## src/include/rssf_defines.svh

```systemverilog
// offsets, field positions, reset values and opcodes for the rotate/shift/subtract flag unit
`ifndef RSSF_DEFINES_SVH
`define RSSF_DEFINES_SVH
`define FLAG_C           7
`define FLAG_Z           6
`define FLAG_S           5
`define FLAG_V           4
`define FLAG_D           3
`define FLAG_H           2
`define FLAG_BANK        0
`define FLAGS_RESET      8'h00
`define OP_RLC_R         8'h10
`define OP_RLC_IR        8'h11
`define OP_RR_R          8'he0
`define OP_RR_IR         8'he1
`define OP_RRC_R         8'hc0
`define OP_RRC_IR        8'hc1
`define OP_SRA_R         8'hd0
`define OP_SRA_IR        8'hd1
`define OP_SBC_RR        8'h32
`define OP_SBC_R_R       8'h34
`define OP_SBC_R_IM      8'h36
`define OP_BANK0         8'h4f
`define OP_BANK1         8'h5f
`define OP_SETC          8'hdf
`define REG_CTRL         12'h000
`define REG_FLAGS        12'h004
`define REG_OPND         12'h008
`define REG_RESULT       12'h00c
`define REG_STATUS       12'h010
`define AXI_OKAY         2'b00
`define AXI_SLVERR       2'b10
`endif

```

## src/include/rssf_pkg.sv

```systemverilog
// types shared by the rotate/shift/subtract flag unit
package rssf_pkg;
	typedef enum logic [3:0] {
		op_none,
		rotate_left_thru_carry,
		rotate_right_op,
		rotate_right_thru_carry,
		shift_right_arith,
		subtract_with_borrow,
		select_bank_zero,
		select_bank_one,
		set_carry_op
	} op_type;
	typedef struct packed {
		logic [7:0] value;
		logic [7:0] flags;
		logic       write_dst;
	} result_type;
endpackage

```

## src/rssf_alu.sv

```systemverilog
// combinational operation core: result byte and new flags
`timescale 1ns/1ns
`include "rssf_defines.svh"
module rssf_alu (
	input  wire rssf_pkg::op_type     op,
	input  wire logic [7:0]           dst,
	input  wire logic [7:0]           src,
	input  wire logic [7:0]           flags,
	output rssf_pkg::result_type      res
);
	logic [8:0] diff;
	logic [4:0] low;
	logic       c;
	always_comb begin
		c = flags[`FLAG_C];
		diff = {1'b0, dst} - {1'b0, src} - {8'h00, c};
		low = {1'b0, dst[3:0]} - {1'b0, src[3:0]} - {4'h0, c};
		res.value = dst;
		res.flags = flags;
		res.write_dst = 1'b0;
		unique case (op)
			rssf_pkg::rotate_left_thru_carry: begin
				res.value = {dst[6:0], c};
				res.flags[`FLAG_C] = dst[7];
				res.write_dst = 1'b1;
			end
			rssf_pkg::rotate_right_op: begin
				res.value = {dst[0], dst[7:1]};
				res.flags[`FLAG_C] = dst[0];
				res.write_dst = 1'b1;
			end
			rssf_pkg::rotate_right_thru_carry: begin
				res.value = {c, dst[7:1]};
				res.flags[`FLAG_C] = dst[0];
				res.write_dst = 1'b1;
			end
			rssf_pkg::shift_right_arith: begin
				res.value = {dst[7], dst[7:1]};
				res.flags[`FLAG_C] = dst[0];
				res.flags[`FLAG_V] = 1'b0;
				res.write_dst = 1'b1;
			end
			rssf_pkg::subtract_with_borrow: begin
				res.value = diff[7:0];
				res.flags[`FLAG_C] = diff[8];
				// opposite operand signs, result sign follows the source
				res.flags[`FLAG_V] = (dst[7] ^ src[7]) & (diff[7] == src[7]);
				res.flags[`FLAG_D] = 1'b1;
				res.flags[`FLAG_H] = low[4];
				res.write_dst = 1'b1;
			end
			rssf_pkg::select_bank_zero: res.flags[`FLAG_BANK] = 1'b0;
			rssf_pkg::select_bank_one:  res.flags[`FLAG_BANK] = 1'b1;
			rssf_pkg::set_carry_op:     res.flags[`FLAG_C] = 1'b1;
			default: ;
		endcase
		if (res.write_dst) begin
			res.flags[`FLAG_Z] = (res.value == 8'h00);
			res.flags[`FLAG_S] = res.value[7];
			if (op != rssf_pkg::subtract_with_borrow && op != rssf_pkg::shift_right_arith)
				res.flags[`FLAG_V] = res.value[7] ^ dst[7];
		end
	end
endmodule

```

## src/rssf_unit.sv

```systemverilog
// rotate/shift/subtract flag unit with an axi4-lite register port
// Operation
// - rotate left through carry, bit 7 to carry
// - rotate right, bit 0 to 7 and carry
// - rotate right through carry, carry to bit 7
// - rotates set overflow when sign changes
// - rotates set zero, sign; keep decimal, half
// - bank-0 select clears bank flag only
// - bank-1 select sets bank flag only
// - subtract destination minus source minus carry
// - subtract sets carry on borrow, zero, sign
// - subtract overflow from operand and result signs
// - subtract forces decimal, half shows nibble borrow
// - set-carry forces carry, others unchanged
// - arithmetic shift right keeps bit 7
// - shift sets carry, zero, sign; clears overflow
`timescale 1ns/1ns
`include "rssf_defines.svh"
module rssf_unit (
	input  wire logic        aclk,
	input  wire logic        aresetn,
	input  wire logic [11:0] s_axi_awaddr,
	input  wire logic        s_axi_awvalid,
	output logic             s_axi_awready,
	input  wire logic [31:0] s_axi_wdata,
	input  wire logic [3:0]  s_axi_wstrb,
	input  wire logic        s_axi_wvalid,
	output logic             s_axi_wready,
	output logic [1:0]       s_axi_bresp,
	output logic             s_axi_bvalid,
	input  wire logic        s_axi_bready,
	input  wire logic [11:0] s_axi_araddr,
	input  wire logic        s_axi_arvalid,
	output logic             s_axi_arready,
	output logic [31:0]      s_axi_rdata,
	output logic [1:0]       s_axi_rresp,
	output logic             s_axi_rvalid,
	input  wire logic        s_axi_rready,
	input  wire logic        exec_valid,
	input  wire logic [7:0]  exec_opcode,
	input  wire logic [7:0]  exec_dst,
	input  wire logic [7:0]  exec_src,
	output logic             wb_valid,
	output logic             wb_write_dst,
	output logic [7:0]       wb_value,
	output logic [7:0]       flags
);
	rssf_pkg::op_type     op;
	rssf_pkg::result_type res;
	logic [7:0]  opnd_dst;
	logic [7:0]  opnd_src;
	logic [7:0]  next_flags;
	logic        next_wb_valid;
	logic        next_wb_write_dst;
	logic [7:0]  next_wb_value;
	logic [7:0]  next_opnd_dst;
	logic [7:0]  next_opnd_src;
	logic [7:0]  reg_opcode;
	logic        sw_go;
	logic        aw_held;
	logic        w_held;
	logic [11:0] aw_addr;
	logic [31:0] w_data;
	logic [3:0]  w_strb;
	logic        next_aw_held;
	logic        next_w_held;
	logic [11:0] next_aw_addr;
	logic [31:0] next_w_data;
	logic [3:0]  next_w_strb;
	logic        next_awready;
	logic        next_wready;
	logic        next_bvalid;
	logic [1:0]  next_bresp;
	logic        next_arready;
	logic        next_rvalid;
	logic [31:0] next_rdata;
	logic [1:0]  next_rresp;
	logic        do_write;
	logic [7:0]  cur_opcode;
	logic [7:0]  cur_dst;
	logic [7:0]  cur_src;
	logic        cur_valid;
	logic [7:0]  wr_byte;

	// decoder port wins over a software-issued operation in the same cycle
	always_comb begin
		cur_valid = exec_valid | sw_go;
		cur_opcode = exec_valid ? exec_opcode : reg_opcode;
		cur_dst = exec_valid ? exec_dst : opnd_dst;
		cur_src = exec_valid ? exec_src : opnd_src;
		op = rssf_pkg::op_none;
		if (cur_valid) begin
			unique case (cur_opcode)
				`OP_RLC_R, `OP_RLC_IR: op = rssf_pkg::rotate_left_thru_carry;
				`OP_RR_R, `OP_RR_IR: op = rssf_pkg::rotate_right_op;
				`OP_RRC_R, `OP_RRC_IR: op = rssf_pkg::rotate_right_thru_carry;
				`OP_SRA_R, `OP_SRA_IR: op = rssf_pkg::shift_right_arith;
				`OP_SBC_RR, `OP_SBC_R_R, `OP_SBC_R_IM: op = rssf_pkg::subtract_with_borrow;
				`OP_BANK0: op = rssf_pkg::select_bank_zero;
				`OP_BANK1: op = rssf_pkg::select_bank_one;
				`OP_SETC: op = rssf_pkg::set_carry_op;
				default: op = rssf_pkg::op_none;
			endcase
		end
	end

	rssf_alu alu (
		.op    (op),
		.dst   (cur_dst),
		.src   (cur_src),
		.flags (flags),
		.res   (res)
	);

	// axi write path: address and data taken in either order
	always_comb begin
		next_aw_held = aw_held;
		next_w_held = w_held;
		next_aw_addr = aw_addr;
		next_w_data = w_data;
		next_w_strb = w_strb;
		next_bvalid = s_axi_bvalid;
		next_bresp = s_axi_bresp;
		do_write = 1'b0;
		if (s_axi_awvalid && s_axi_awready) begin
			next_aw_held = 1'b1;
			next_aw_addr = s_axi_awaddr;
		end
		if (s_axi_wvalid && s_axi_wready) begin
			next_w_held = 1'b1;
			next_w_data = s_axi_wdata;
			next_w_strb = s_axi_wstrb;
		end
		if (s_axi_bvalid && s_axi_bready)
			next_bvalid = 1'b0;
		if (aw_held && w_held && !s_axi_bvalid) begin
			do_write = 1'b1;
			next_aw_held = 1'b0;
			next_w_held = 1'b0;
			next_bvalid = 1'b1;
			unique case (aw_addr)
				`REG_CTRL, `REG_FLAGS, `REG_OPND: next_bresp = `AXI_OKAY;
				default: next_bresp = `AXI_SLVERR;
			endcase
		end
		next_awready = !next_aw_held && !next_bvalid;
		next_wready = !next_w_held && !next_bvalid;
	end

	always_comb begin
		wr_byte = w_strb[0] ? w_data[7:0] : 8'h00;
		next_flags = flags;
		next_wb_valid = cur_valid;
		next_wb_write_dst = wb_write_dst;
		next_wb_value = wb_value;
		next_opnd_dst = opnd_dst;
		next_opnd_src = opnd_src;
		if (cur_valid) begin
			next_flags = res.flags;
			next_wb_value = res.value;
			// destination flag stands with the value so the result register stays readable
			next_wb_write_dst = res.write_dst;
		end else if (do_write && aw_addr == `REG_FLAGS && w_strb[0]) begin
			next_flags = wr_byte;
		end
		if (do_write && aw_addr == `REG_OPND) begin
			if (w_strb[0])
				next_opnd_dst = w_data[7:0];
			if (w_strb[1])
				next_opnd_src = w_data[15:8];
		end
	end

	// axi read path: one read at a time, answer one cycle after address
	always_comb begin
		next_arready = s_axi_arready;
		next_rvalid = s_axi_rvalid;
		next_rdata = s_axi_rdata;
		next_rresp = s_axi_rresp;
		if (s_axi_rvalid && s_axi_rready) begin
			next_rvalid = 1'b0;
			next_arready = 1'b1;
		end
		if (s_axi_arvalid && s_axi_arready) begin
			next_arready = 1'b0;
			next_rvalid = 1'b1;
			next_rresp = `AXI_OKAY;
			unique case (s_axi_araddr)
				`REG_CTRL: next_rdata = {24'h000000, reg_opcode};
				`REG_FLAGS: next_rdata = {24'h000000, flags};
				`REG_OPND: next_rdata = {16'h0000, opnd_src, opnd_dst};
				`REG_RESULT: next_rdata = {23'h000000, wb_write_dst, wb_value};
				`REG_STATUS: next_rdata = {31'h00000000, wb_valid};
				default: begin
					next_rdata = 32'h00000000;
					next_rresp = `AXI_SLVERR;
				end
			endcase
		end
	end

	always_ff @(posedge aclk) begin
		if (!aresetn) begin
			flags <= `FLAGS_RESET;
			wb_valid <= 1'b0;
			wb_write_dst <= 1'b0;
			wb_value <= 8'h00;
			opnd_dst <= 8'h00;
			opnd_src <= 8'h00;
			reg_opcode <= 8'h00;
			sw_go <= 1'b0;
			aw_held <= 1'b0;
			w_held <= 1'b0;
			aw_addr <= 12'h000;
			w_data <= 32'h00000000;
			w_strb <= 4'h0;
			s_axi_awready <= 1'b1;
			s_axi_wready <= 1'b1;
			s_axi_bvalid <= 1'b0;
			s_axi_bresp <= `AXI_OKAY;
			s_axi_arready <= 1'b1;
			s_axi_rvalid <= 1'b0;
			s_axi_rdata <= 32'h00000000;
			s_axi_rresp <= `AXI_OKAY;
		end else begin
			flags <= next_flags;
			wb_valid <= next_wb_valid;
			wb_write_dst <= next_wb_write_dst;
			wb_value <= next_wb_value;
			opnd_dst <= next_opnd_dst;
			opnd_src <= next_opnd_src;
			// writing the control register launches one operation next cycle
			sw_go <= do_write && aw_addr == `REG_CTRL && w_strb[0];
			if (do_write && aw_addr == `REG_CTRL && w_strb[0])
				reg_opcode <= w_data[7:0];
			aw_held <= next_aw_held;
			w_held <= next_w_held;
			aw_addr <= next_aw_addr;
			w_data <= next_w_data;
			w_strb <= next_w_strb;
			s_axi_awready <= next_awready;
			s_axi_wready <= next_wready;
			s_axi_bvalid <= next_bvalid;
			s_axi_bresp <= next_bresp;
			s_axi_arready <= next_arready;
			s_axi_rvalid <= next_rvalid;
			s_axi_rdata <= next_rdata;
			s_axi_rresp <= next_rresp;
		end
	end

	a_sbc_result: assert property (@(posedge aclk) disable iff (!aresetn)
		exec_valid && exec_opcode == `OP_SBC_RR |=> wb_value ==
		8'($past(exec_dst) - $past(exec_src) - {7'h00, $past(flags[`FLAG_C])}))
		else $error("subtract result wrong");
	a_sbc_dflag: assert property (@(posedge aclk) disable iff (!aresetn)
		exec_valid && exec_opcode == `OP_SBC_R_IM |=> flags[`FLAG_D])
		else $error("subtract left decimal flag clear");
	a_rlc_carry: assert property (@(posedge aclk) disable iff (!aresetn)
		exec_valid && exec_opcode == `OP_RLC_R |=>
		flags[`FLAG_C] == $past(exec_dst[7]) && wb_value[0] == $past(flags[`FLAG_C]))
		else $error("rotate left carry wrong");
	a_rr_wrap: assert property (@(posedge aclk) disable iff (!aresetn)
		exec_valid && exec_opcode == `OP_RR_R |=>
		wb_value[7] == $past(exec_dst[0]) && flags[`FLAG_C] == $past(exec_dst[0]))
		else $error("rotate right wrap wrong");
	a_rrc_carry: assert property (@(posedge aclk) disable iff (!aresetn)
		exec_valid && exec_opcode == `OP_RRC_IR |=> wb_value[7] == $past(flags[`FLAG_C]))
		else $error("rotate right through carry wrong");
	a_rot_keep_dh: assert property (@(posedge aclk) disable iff (!aresetn)
		exec_valid && exec_opcode == `OP_RR_IR |=> $stable(flags[`FLAG_D:`FLAG_H]))
		else $error("rotate changed decimal or half flag");
	a_bank_zero: assert property (@(posedge aclk) disable iff (!aresetn)
		exec_valid && exec_opcode == `OP_BANK0 |=>
		!flags[`FLAG_BANK] && flags[7:1] == $past(flags[7:1]))
		else $error("bank zero select wrong");
	a_bank_one: assert property (@(posedge aclk) disable iff (!aresetn)
		exec_valid && exec_opcode == `OP_BANK1 |=>
		flags[`FLAG_BANK] && flags[7:1] == $past(flags[7:1]))
		else $error("bank one select wrong");
	a_set_carry: assert property (@(posedge aclk) disable iff (!aresetn)
		exec_valid && exec_opcode == `OP_SETC |=>
		flags[`FLAG_C] && flags[6:0] == $past(flags[6:0]))
		else $error("set carry wrong");
	a_sra_sign: assert property (@(posedge aclk) disable iff (!aresetn)
		exec_valid && exec_opcode == `OP_SRA_R |=>
		wb_value[7:6] == {2{$past(exec_dst[7])}} && !flags[`FLAG_V])
		else $error("arithmetic shift wrong");
	a_wb_together: assert property (@(posedge aclk) disable iff (!aresetn)
		exec_valid |=> wb_valid && (!wb_write_dst ||
		(flags[`FLAG_Z] == (wb_value == 8'h00) && flags[`FLAG_S] == wb_value[7])))
		else $error("writeback flags and value apart");
endmodule

```

## config.mk

```make
export PLATFORM = sky130hd
export DESIGN_NAME = rssf_unit
export DESIGN_NICKNAME = d
export VERILOG_FILES = /design/src/include/rssf_pkg.sv /design/src/rssf_alu.sv /design/src/rssf_unit.sv
export VERILOG_INCLUDE_DIRS = /design/src /design/src/include
export SDC_FILE = /design/constraint.sdc
export NUM_CORES = 1
export LEC_CHECK = 0
export BUFFER_PORTS_ARGS = -buffer_cell sky130_fd_sc_hd__buf_2
export CAP_MARGIN = 20
export CORE_MARGIN = 4
export CORE_UTILIZATION = 48
export DETAILED_ROUTE_END_ITERATION = 7
export PLACE_DENSITY_LB_ADDON = 0.1
export RECOVER_POWER = 50
export SYNTH_ARGS = -nofsm -noshare
export SYNTH_HDL_FRONTEND = slang
export SYNTH_SLANG_ARGS = --single-unit
```

## constraint.sdc

```tcl
create_clock -name aclk -period 4.3 [get_ports aclk]
set_clock_uncertainty 0.15 [all_clocks]
set_input_delay 1.29 -clock aclk [delete_from_list [all_inputs] [get_ports aclk]]
set_output_delay 1.29 -clock aclk [all_outputs]
set_load 0.02 [all_outputs]
```

==> results of run 1 <==
flip-flops by register name, indices dropped and copies added, names as in the netlist:
signal,cells
s_axi_rdata,16
w_data,16
aw_addr,12
flags,8
opnd_dst,8
opnd_src,8
reg_opcode,8
wb_value,8
w_strb,2
aw_held,1
s_axi_arready,1
s_axi_awready,1
s_axi_bresp,1
s_axi_bvalid,1
s_axi_rresp,1
s_axi_rvalid,1
s_axi_wready,1
sw_go,1
w_held,1
wb_valid,1
wb_write_dst,1
placed cells by master (no fill, tap or decap), drive strengths merged, types with 5 or more instances in the layout:
master | Yosys | layout
mux4 | 8 | 8
clkbuf | 19 | 30
nand2 | 103 | 103
a22oi | 8 | 8
xor2 | 6 | 6
inv | 18 | 21
nor3 | 12 | 12
a21oi | 19 | 19
mux2 | 13 | 13
nor4 | 5 | 5
conb | 1 | 18
nor2b | 36 | 36
mux2i | 31 | 31
and2 | 13 | 13
ha | 12 | 12
nand3 | 7 | 7
nor2 | 25 | 25
o22ai | 6 | 6
buf | 29 | 127
dfxtp | 98 | 98
o21ai | 21 | 21
a21boi | 41 | 41
worst paths after layout:
check,cells past startpoint,slack (ns),endpoint,startpoint
worst max register to register,11,1.15,flags[6]$_SDFFE_PN0P_,opnd_dst[0]$_SDFFE_PN0P_
worst min register to register,2,0.32,s_axi_rdata[5]$_SDFFE_PN0P_,s_axi_rdata[5]$_SDFFE_PN0P_
worst min-delay path,2,0.32,s_axi_rdata[5]$_SDFFE_PN0P_,s_axi_rdata[5]$_SDFFE_PN0P_
worst max-delay path,14,0.25,flags[6]$_SDFFE_PN0P_,exec_valid
kinds of logic after synthesis:
family,after synthesis
xor gates and xnor gates,9
buffers and inverters,66
adders and majority gates,14
and+or+nand+nor,233
DFF,98
AOI/OAI and AO/OA,130
muxes,52
other,1
per-stage QoR:
stage	std cells	hold slack (ns)	cell area (um2)	setup slack, ns
after detailed placement	860	0.3067	6217	-0.09276
after floorplan	620	0.2928	5477	-0.001735
after global placement	860	0.2944	6217	-0.002714
after CTS	876	0.3206	6436	0.2650
final	876	0.3204	6405	0.2522
after global routing	876	0.3444	6405	0.1640
area by class of cell:
| class | count | area [um2] | area share |
|---|---|---|---|
| inverters | 18 | 67.56 | 0.01055 |
| repair buffers | 148 | 819.5 | 0.1280 |
| clock inverters | 7 | 95.09 | 0.01485 |
| clock buffers | 9 | 123.9 | 0.01934 |
| well taps | 140 | 175.2 | 0.02735 |
| multi-input cells | 456 | 3162 | 0.4937 |
| flip-flops and latches | 98 | 1962 | 0.3063 |
power by group:
| part | internal [mW] | total, mW | leakage (nW) | switching (mW) |
|---|---|---|---|---|
| clock network | 0.286 | 0.650 | 0.111 | 0.364 |
| logic | 0.161 | 0.361 | 1.80 | 0.200 |
| registers | 0.941 | 0.967 | 0.798 | 0.0259 |
layer usage:
layer,vias up,global-route usage
met5,-,0
met4,0,0.06971
met3,31,0.04881
met2,167,0.3804
met1,2223,0.2936
li1,2344,-
critical path, cell delays in order:
cell and delay, ns:
sky130_fd_sc_hd__buf_2 0.16, sky130_fd_sc_hd__buf_12 0.16, sky130_fd_sc_hd__buf_4 0.14, sky130_fd_sc_hd__mux2i_1 0.14
sky130_fd_sc_hd__fa_2 0.40, sky130_fd_sc_hd__fa_1 0.43, sky130_fd_sc_hd__nand2b_1 0.18, sky130_fd_sc_hd__a21oi_2 0.17
sky130_fd_sc_hd__buf_4 0.14, sky130_fd_sc_hd__xor2_1 0.19, sky130_fd_sc_hd__nor3_1 0.08, sky130_fd_sc_hd__o31ai_2 0.25
sky130_fd_sc_hd__nand4_1 0.17, sky130_fd_sc_hd__o31ai_1 0.26
==> flow_results.org, run 1 <==
** Pwr
- Power spread over the standard cell area amounts to 308.9 nW/um2.
- In this run the static leakage power is 2.708 nW.
- Final Total Pwr :: 1.978 mW
- Worst vdd rail ir drop :: 0.1584 mV

** Outcome
- The run finished, with violations left.
- The final reports fail on max-capacitance violations, max-slew violations.

** Drt
- Max Used Layer :: met4
- The count of nets left with antenna violations once routing finished came out at 0.
- For this block, wires on met1 add up to 6.316 mm.
- Iter 0 DRT Violations :: 299
- Remaining design rule violation count :: 0
- The routed layout has 4,765 vias.
- Summed over all layers, the routed wires come to 14.64 mm.
- Average via count per standard cell :: 5.439
- Routed met3 length :: 1.073 mm
- WL met2 :: 6.911 mm
- Routed WL per cell :: 16.71 um
- Before antenna repair, the detailed router went through 4 iterations.

** Timing
- For the final routed database, the setup TNS stands at 0 ns.
- The count of final hold-check violations came to 0.
- Static timing analysis puts the maximum clock frequency at 247.0 MHz.
- Share of the cycle needed by the critical path after routing :: 0.9414
- Setup violations remaining at the end of the flow were counted as 0.
- For the finished layout, the period the worst path requires is 4.048 ns.
- Worst max-slew margin expressed relative to the limit :: -0.2469
- At the pin with the least slew margin, the transition time is 1.870 ns.
- RSZ-0062 raised after global routing :: false
- The count of final max-slew check failures was 52.

** Critical path
- Required arrival time at the worst endpoint :: 4.42 ns
- The critical path is of the primary input to flip-flop type.
- STA classifies the critical path startpoint as a primary input.
- Arrival time at the worst endpoint :: 4.17 ns
- Along the worst path, the maximum fanout reaches 7.
- Critical Path End Type :: flip-flop

** Layout
- Of the cells placed in the final design, the portion with a size suffix greater than 1 is 0.2609.
- Fin nets :: 837
- ANT cells :: 0
- Counting the fill cells in the layout gives 989.
- The area growth from synthesis to layout is 19.32%.
- Measured on the finished design, the core utilization comes to 0.5883.

** Synth
- Largest cells by area after synthesis :: sky130_fd_sc_hd__dfxtp_1, sky130_fd_sc_hd__nand2_1, sky130_fd_sc_hd__mux2i_1
- Complex-gate fraction of the synthesized area :: 0.1776
- Top-area cell type share of the netlist area :: 0.3655
- After synthesis, the most frequently instantiated cells are sky130_fd_sc_hd__nand2_1, sky130_fd_sc_hd__dfxtp_1, sky130_fd_sc_hd__a21boi_0.
- After synthesis the cells add up to 5368 um2.
- Number of flops mapped to enable cells by yosys :: 0
- By area, the combinational part of the netlist is dominated by simple AND/OR/NAND/NOR gates.
- Synth Area in Simple Gates :: 0.2217
- Synthesis produced a netlist whose cell count is 603.
- Adder-cell share of the synthesized area :: 0.03543
- For this run, the number of Yosys warnings is 0.
- Distinct cell type count after synthesis :: 73
- For this run, asynchronously set or reset flops after synthesis account for 0.
- After synthesis, the mean cell area works out to 8.902 um2.
- Post-Synth XOR/XNOR Area :: 0.01469
- For this run, the leading register cell type out of synthesis is sky130_fd_sc_hd__dfxtp_1.
- The share of the Yosys chip area taken by registers is 0.3655.
- Post-synthesis sequential element count :: 98
- Cell type with the largest total area after synthesis :: sky130_fd_sc_hd__dfxtp_1
- Mux share of post-synthesis cell area :: 0.1193
- Top-count cell post-synth :: sky130_fd_sc_hd__nand2_1

** Place
- Port-buffer cells :: 114
- Detailed-placement wirelength estimate :: 11.39 mm
- Last weighted congestion value of the routability-driven placer :: 1.010

** Die
- Core region area :: 10,890 um2
- Site Rows :: 38
- The floorplan step set the die width to 113.7 um.
- 151 I/O pins were placed.
- Starting Density :: 0.4930
- Die footprint :: 12,940 um2
- Die Span Y :: 113.7 um

** Clock tree
- The clock reaches the later pin of the worst-skew pair after 0.37 ns.
- Master cell of the clock root buffer :: sky130_fd_sc_hd__clkbuf_8
- TritonCTS created 9 clock buffers.
- Cts repair resizes :: 0
- Counting every sink on the clock net gives 98.
- Post-CTS Hold Buffers :: 0
- Clock slew at the register clock pins of the worst setup and hold paths :: 0.10 ns
- CTS tree :: yes
- CTS built an H-tree with a depth of 3.
- The clock passes through at most 2 buffers.
- Post-CTS repair timing setup buffer count :: 0

** Global routing
- Total Routing Usage GR :: 0.2271
- The first global-routing pass estimated 23.34 mm of wire.
- Entering global routing, the biggest net connects 52 pins.
- Global routing finished with a remaining overflow of 0.
- The number of global-route vias before repair is 4,612.
- Antenna violations before repair :: 0

** Flow run
- Max-cap violations :: 1

** Hold path
- Min-delay worst type :: flip-flop to flip-flop
Power figures use the tool's default switching activity.
==> run 2: changes to the inputs <==
--- a/config.mk
+++ b/config.mk
@@ -12,7 +12,7 @@
 export CORE_UTILIZATION = 48
 export DETAILED_ROUTE_END_ITERATION = 7
 export PLACE_DENSITY_LB_ADDON = 0.1
-export RECOVER_POWER = 50
+export SKIP_LAST_GASP = 1
 export SYNTH_ARGS = -nofsm -noshare
 export SYNTH_HDL_FRONTEND = slang
 export SYNTH_SLANG_ARGS = --single-unit
==> run 2 against run 1 <==
Effect of this change: the run now ends clean; non-clock buffer count unchanged; first-iteration DRC count shrank 4.3%; combinational power is essentially flat; global-route usage stayed put; largest cell class unchanged; cell count did not move; sequential share of layout area down 0.15 points.
==> flow_results.org, run 2 (synthesized netlist as in run 1, its figures left out) <==
** Outcome
- Result of the run :: complete, no violations

** Drt
- The routed wire length was 14.57 mm (-0.46%).
- Remaining design rule violation count :: 0 (unchanged)
- The mean number of vias per cell came to 5.413 (-0.48%).
- The routed wirelength normalized by instance count came to 16.63 um (-0.46%).
- The violation count after the first detailed-route iteration is 286 (-4.3%).
- Iteration count of the initial detailed-routing pass :: 5 (+1)
- The number of antenna-violating nets in the routed design was 0 (unchanged).
- Overall via count from detail_route :: 4,742 (-0.48%)

** Die
- The height of the die came to 113.7 um (unchanged).
- Site Rows :: 38 (unchanged)
- Core region area :: 10,890 um2 (unchanged)
- Horizontal extent of the die :: 113.7 um (unchanged)
- The starting utilization of the core area is 0.4930 (unchanged).
- I/O pin count :: 151 (unchanged)
- Die footprint :: 12,940 um2 (unchanged)

** Clock tree
- The number of sinks handled by clock tree synthesis was 98 (unchanged).
- The total number of H-tree levels is 3 (unchanged).
- The cell sitting at the root of the clock tree is a sky130_fd_sc_hd__clkbuf_8.
- The number of clock buffers inserted by TritonCTS was 9 (unchanged).
- CTS tree :: yes
- The post-CTS setup buffer count was 0 (unchanged).
- The number of instances resized during post-cts repair is 0 (unchanged).
- Number of buffers on the longest clock path :: 2 (unchanged)
- The clock latency on the worst-skew pair was 0.37 ns (about the same).
- Post-CTS Hold Buffers :: 0 (unchanged)
- The clock input transition at the sequential cells of the worst setup and hold paths is 0.10 ns (about the same).

** Layout
- Leaving out fill and tap cells, the most frequent cells in the layout are sky130_fd_sc_hd__buf_2, sky130_fd_sc_hd__nand2_1, sky130_fd_sc_hd__dfxtp_1.
- Final Instance Area :: 6436 um2 (+0.49%)
- Leaving out fill and tap cells, the most frequent cell in the layout is sky130_fd_sc_hd__buf_2.
- The number of diodes came to 0 (unchanged).
- The number of nets in the finished design was 837 (unchanged).
- In the final layout, the registers with the most flip-flops are s_axi_rdata (16), w_data (16), aw_addr (12).
- Fraction of final layout cells sized beyond drive strength 1 :: 0.2894 (+0.02853)
- End-of-flow core utilization :: 0.5911 (+0.002872)
- The count of fill cells added during filler insertion is 976 (-1.3%).
- From synthesis to final layout, the design area changed by 19.91%.
- The final cell count without fillers was 876 (unchanged).

** Place
- The instance area after placement came to 6217 um2 (unchanged).
- The pre-CTS worst setup slack was -0.09276 ns (unchanged).
- The post-detailed-placement half-perimeter wirelength is 11.39 mm (unchanged).
- Last weighted congestion value of the routability-driven placer :: 1.010 (unchanged)
- The quantity of I/O buffers inserted on ports is 114 (unchanged).
- The total instance count after detailed placement was 860 (unchanged).

** Pwr
- The share of total power in sequential cells came to 0.489 (about the same).
- The total power per unit cell area was 307.2 nW/um2 (-0.53%).
- Net switching power figure :: 0.5882 mW (-0.26%)
- Switching Share :: 0.2974 (-0.0006455)
- Final Total Pwr :: 1.977 mW (about the same)
- The maximum vdd ir drop is 0.1584 mV (about the same).
- The clock network fraction of design power was 0.328 (about the same).
- The total internal power came to 1.389 mW (about the same).
- The leakage power came to 2.794 nW (+3.2%).
- The combinational fraction of design power was 0.183 (about the same).

** Hold path
- In this run the worst hold path is classified as flip-flop to flip-flop.

** Critical path
- The signal arrival time at the worst endpoint is 4.17 ns (about the same).
- Category of the worst setup path launch point :: primary input
- Critical setup path kind :: primary input to flip-flop
- Required arrival time at the worst endpoint :: 4.42 ns (about the same)
- Crit path max fanout :: 7 (unchanged)
- The worst setup path is captured at a flip-flop.

** Global routing
- Maximum number of pins on one net before global-route repair :: 52 (unchanged)
- The total congestion overflow after global routing came to 0 (unchanged).
- The initial antenna violation count is 0 (unchanged).
- Wire length of the first global-routing pass :: 23.34 mm (unchanged)
- Vias in the first global route :: 4,612 (unchanged)
- Total Routing Usage GR :: 0.2271 (unchanged)

** Timing
- Total count of max-transition violations in the final report :: 0 (-100%)
- Measured slew at the worst slew-check pin :: 0.7703 ns (-1.100 ns)
- Highest achievable clock rate :: 246.5 MHz (-0.23%)
- Worst max-slew margin expressed relative to the limit :: 0.4865 (+0.7334)
- Minimum clock period :: 4.057 ns (+0.009195 ns)
- RSZ-0062 raised after global routing :: false
- Final number of hold-violating endpoints :: 0 (unchanged)
- The number of failing setup endpoints in the final timing report was 0 (unchanged).
- Final worst setup slack :: 0.2430 ns (-0.009195 ns)
- The period utilization is 0.9435 (+0.002138).

** Flow run
- Max-cap violations :: 0 (-1)
[run 2: cell count changes in the layout (fill, tap and decap cells not counted), sizes merged]
cell and change:
clkbuf -21, buf +21
[run 2: worst max-delay path, stage by stage]
cell and delay, ns:
sky130_fd_sc_hd__buf_2 0.16, sky130_fd_sc_hd__buf_12 0.15, sky130_fd_sc_hd__buf_4 0.14, sky130_fd_sc_hd__mux2i_1 0.14, sky130_fd_sc_hd__fa_2 0.40, sky130_fd_sc_hd__fa_1 0.43, sky130_fd_sc_hd__nand2b_1 0.18, sky130_fd_sc_hd__a21oi_2 0.17
sky130_fd_sc_hd__buf_4 0.14, sky130_fd_sc_hd__xor2_1 0.18, sky130_fd_sc_hd__nor3_1 0.08, sky130_fd_sc_hd__o31ai_2 0.26, sky130_fd_sc_hd__nand4_1 0.18, sky130_fd_sc_hd__o31ai_1 0.27
[run 2: area by class of cell]
cell class                 count  area, um2  share of cell area
clock buffer                   9      123.9             0.01925
clock inverter                 7      95.09             0.01477
inverter                      18      67.56             0.01050
multi-input combinational    456       3162              0.4913
sequential                    98       1962              0.3048
tap                          140      175.2             0.02722
timing repair buffer         148      850.8              0.1322
[run 2: worst paths after layout]
path / slack (ns) / from / cells past startpoint / to
worst max-delay path: 0.24 / exec_valid / 14 / flags[6]$_SDFFE_PN0P_
worst min-delay path: 0.31 / s_axi_rdata[5]$_SDFFE_PN0P_ / 2 / s_axi_rdata[5]$_SDFFE_PN0P_
worst max register to register: 1.14 / opnd_dst[0]$_SDFFE_PN0P_ / 11 / flags[6]$_SDFFE_PN0P_
worst min register to register: 0.31 / s_axi_rdata[5]$_SDFFE_PN0P_ / 2 / s_axi_rdata[5]$_SDFFE_PN0P_
[run 2: routing by layer]
metal	wire [um]	global-route usage	vias up
met5	0	0	-
met4	323	0.06971	0
met3	1113	0.04881	25
met2	6895	0.3804	178
met1	6236	0.2936	2199
li1	-	-	2340
[run 2: power by group through the flow]
stage	clock (mW)	sequential, mW	combinational [mW]
5_1_grt	0.696	0.972	0.399
2_1_floorplan	0	0.995	0.228
3_5_place_dp	0	0.988	0.361
3_3_place_gp	0	0.987	0.353
6_report	0.649	0.967	0.361
4_1_cts	0.664	0.967	0.363
[run 2: metrics by stage]
| stage | TNS, ns | hold WS, ns |
|---|---|---|
| floorplan | -0.001735 | 0.2928 |
| global placement | -0.005113 | 0.2944 |
| detailed placement | -0.1375 | 0.3067 |
| CTS | 0 | 0.3206 |
| global route | 0 | 0.3384 |
| finish | 0 | 0.3145 |
==> run 3: changes to the inputs <==
--- a/config.mk
+++ b/config.mk
@@ -11,7 +11,7 @@
 export CORE_MARGIN = 4
 export CORE_UTILIZATION = 48
 export DETAILED_ROUTE_END_ITERATION = 7
-export PLACE_DENSITY_LB_ADDON = 0.1
+export PLACE_DENSITY = 0.85
 export SKIP_LAST_GASP = 1
 export SYNTH_ARGS = -nofsm -noshare
 export SYNTH_HDL_FRONTEND = slang
==> run 3 against run 2 <==
Effect of this change: fmax decreased by 2.8%; first-iteration DRC count is 45% higher; cell count unchanged; non-clock buffer count rose by 1; via count increased by 1.4%; highest routed layer unchanged; sequential cell count unchanged.
==> flow_results.org, run 3 (synthesized netlist as in run 1, its figures left out) <==
** Timing
- The count of final max-slew check failures is 0 (unchanged).
- Highest achievable clock rate :: 239.6 MHz (-2.8%)
- Setup repair after global routing left no endpoint under its margin.
- The number of failing setup endpoints in the final timing report came to 0 (unchanged).
- The period utilization came to 0.9706 (+0.02714).
- The relative slew slack was 0.3523 (-0.1341).
- The worst-margin pin slew is 0.9679 ns (+0.1976 ns).
- Final number of hold-violating endpoints :: 0 (unchanged)
- Minimum clock period :: 4.174 ns (+0.1167 ns)
- The worst-case hold slack is 0.3151 ns (+0.0006350 ns).

** Die
- The number of rows created at floorplan came to 38 (unchanged).
- The height of the die is 113.7 um (unchanged).
- The total die area was 12,940 um2 (unchanged).
- Horizontal extent of the die :: 113.7 um (unchanged)
- Starting Density :: 0.4930 (unchanged)
- I/O pin count :: 151 (unchanged)
- The core outline area came to 10,890 um2 (unchanged).

** Place
- The weighted congestion at the end of routability-driven global placement is 0.9209 (-8.8%).
- The quantity of I/O buffers inserted on ports is 114 (unchanged).
- The post-detailed-placement half-perimeter wirelength came to 11.52 mm (+1.2%).

** Layout
- Filler cell count in the final layout :: 980 (+0.41%)
- End-of-flow core utilization :: 0.5853 (-0.005860)
- The library cell used most frequently in the layout, excluding fill and tap cells, is sky130_fd_sc_hd__buf_2.
- The number of nets in the finished design came to 838 (+0.12%).
- Biggest registers after layout :: s_axi_rdata (16), w_data (16), aw_addr (12)
- Top library cells by usage in the layout, fill and taps aside :: sky130_fd_sc_hd__buf_2, sky130_fd_sc_hd__nand2_1, sky130_fd_sc_hd__dfxtp_1
- Fraction of final layout cells sized beyond drive strength 1 :: 0.2894 (unchanged)
- The number of diodes is 0 (unchanged).
- Layout Area Growth over Synthesis :: 18.72%

** Clock tree
- Number of buffers added by the clock tree synthesis step :: 9 (unchanged)
- The clock latency on the worst-skew pair is 0.37 ns (about the same).
- Cts repair resizes :: 0 (unchanged)
- CTS tree :: yes
- The post-CTS setup buffer count came to 0 (unchanged).
- The count of hold-fix buffers inserted at cts is 0 (unchanged).
- Number of buffers on the longest clock path :: 2 (unchanged)
- The total number of H-tree levels is 3 (unchanged).
- Master cell of the clock root buffer :: sky130_fd_sc_hd__clkbuf_8
- The clock input transition at the sequential cells of the worst setup and hold paths came to 0.09 ns (about the same).
- Clock sink count :: 98 (unchanged)

** Global routing
- The pin count of the biggest net entering global routing was 50 (-3.8%).
- Wire length of the first global-routing pass :: 23.13 mm (-0.89%)
- The initial antenna violation count was 0 (unchanged).
- Remaining global-route overflow :: 0 (unchanged)
- The overall routing resource usage is 0.2250 (-0.002126).
- The number of global-route vias before repair was 4,678 (+1.4%).

** Pwr
- The total power per unit cell area came to 293.7 nW/um2 (-4.4%).
- The leakage power came to 2.763 nW (-1.1%).
- Final Total Pwr :: 1.872 mW (-5.3%)
- The maximum vdd ir drop is 0.1928 mV (+22%).

** Drt
- The number of detailed-routing iterations run before antenna repair came to 5 (unchanged).
- The met2 layer wire length in the routed design came to 6.860 mm (-0.51%).
- Remaining design rule violation count :: 0 (unchanged)
- Antenna Nets Post-Route :: 0 (unchanged)
- Max Used Layer :: met4
- Iter 0 DRT Violations :: 416 (+45%)
- Routed met3 length :: 1.123 mm (+0.90%)
- Overall via count from detail_route :: 4,807 (+1.4%)
- Met1 wire length :: 6.279 mm (+0.69%)
- Average via count per standard cell :: 5.487 (+1.4%)
- Wire length after detailed routing :: 14.54 mm (-0.21%)
- Routed WL per cell :: 16.59 um (-0.21%)

** Critical path
- The largest fanout of any net on the critical path is 13 (+6).
- Category of the worst setup path launch point :: primary input
- Crit-path slowest cell :: sky130_fd_sc_hd__mux2_2
- The worst setup path is captured at a flip-flop.
- Critical setup path kind :: primary input to flip-flop
- The cell family contributing the most delay on the critical path is compound AO/OA/AOI/OAI gates.
- The peak per-stage delay on the critical path was 0.42 ns (about the same).
- Buffers & Inverters on Critical Path :: 1 (-3)
- Arrival time at the worst endpoint :: 4.30 ns (+0.13 ns)
- Cells traversed along the worst timing path :: buf_2 > mux2_2 > fa_2 > fa_1 > nand2b_1 > a21oi_2 > o21ai_1 > a21o_1 > a21oi_1 > xor2_1 > a221oi_1 > a211oi_1
- The required arrival time at the worst endpoint was 4.43 ns (about the same).

** Hold path
- The tightest min-delay check is of the flip-flop to flip-flop type.

** Flow run
- Max-cap violations :: 0 (unchanged)

** Outcome
- Result of the run :: complete, no violations
[run 3: metrics by stage]
stage | TNS (ns) | setup WS (ns) | cell area, um2 | std cells
finish | 0 | 0.1263 | 6372 | 876
CTS | 0 | 0.1328 | 6366 | 876
detailed placement | -1.122 | -0.2364 | 6200 | 861
global route | 0 | 0.02159 | 6372 | 876
floorplan | -0.001735 | -0.001735 | 5477 | 620
global placement | -0.7574 | -0.1624 | 6200 | 861
[run 3: metal layers]
metal,GRT usage,vias up
li1,-,2345
met1,0.2976,2226
met2,0.3753,215
met3,0.03183,21
met4,0.08093,0
met5,0,-
[run 3: path summary, 6_finish.rpt]
check	from	end	slack [ns]	cells after the start
worst min register to register	aw_addr[4]$_SDFFE_PN0P_	aw_addr[4]$_SDFFE_PN0P_	0.32	2
worst max-delay path	exec_valid	flags[7]$_SDFFE_PN0P_	0.13	12
worst min-delay path	aw_addr[4]$_SDFFE_PN0P_	aw_addr[4]$_SDFFE_PN0P_	0.32	2
worst max register to register	opnd_dst[0]$_SDFFE_PN0P_	flags[7]$_SDFFE_PN0P_	1.15	11
[run 3: area by class of cell]
class	instances	area, um2	area share
inverters	18	67.56	0.01060
clock buffers	10	127.6	0.02003
repair buffers	149	833.3	0.1308
clock inverters	5	38.79	0.006087
multi-input cells	456	3168	0.4972
flip-flops and latches	98	1962	0.3079
well taps	140	175.2	0.02749
[run 3: worst register-to-register path, delay by kind of cell (launching register included)]
family | cells | cell delay (ns)
compound gates | 6 | 1.07
simple gates | 1 | 0.17
fa+ha+maj | 2 | 0.79
xor+xnor | 1 | 0.21
flops | 1 | 0.35
mux | 1 | 0.30
[run 3: power breakdown]
group | switching (mW) | leakage (nW) | total [mW] | internal [mW]
registers | 0.0266 | 0.798 | 0.968 | 0.941
clock network | 0.331 | 0.0831 | 0.543 | 0.212
logic | 0.201 | 1.88 | 0.361 | 0.160
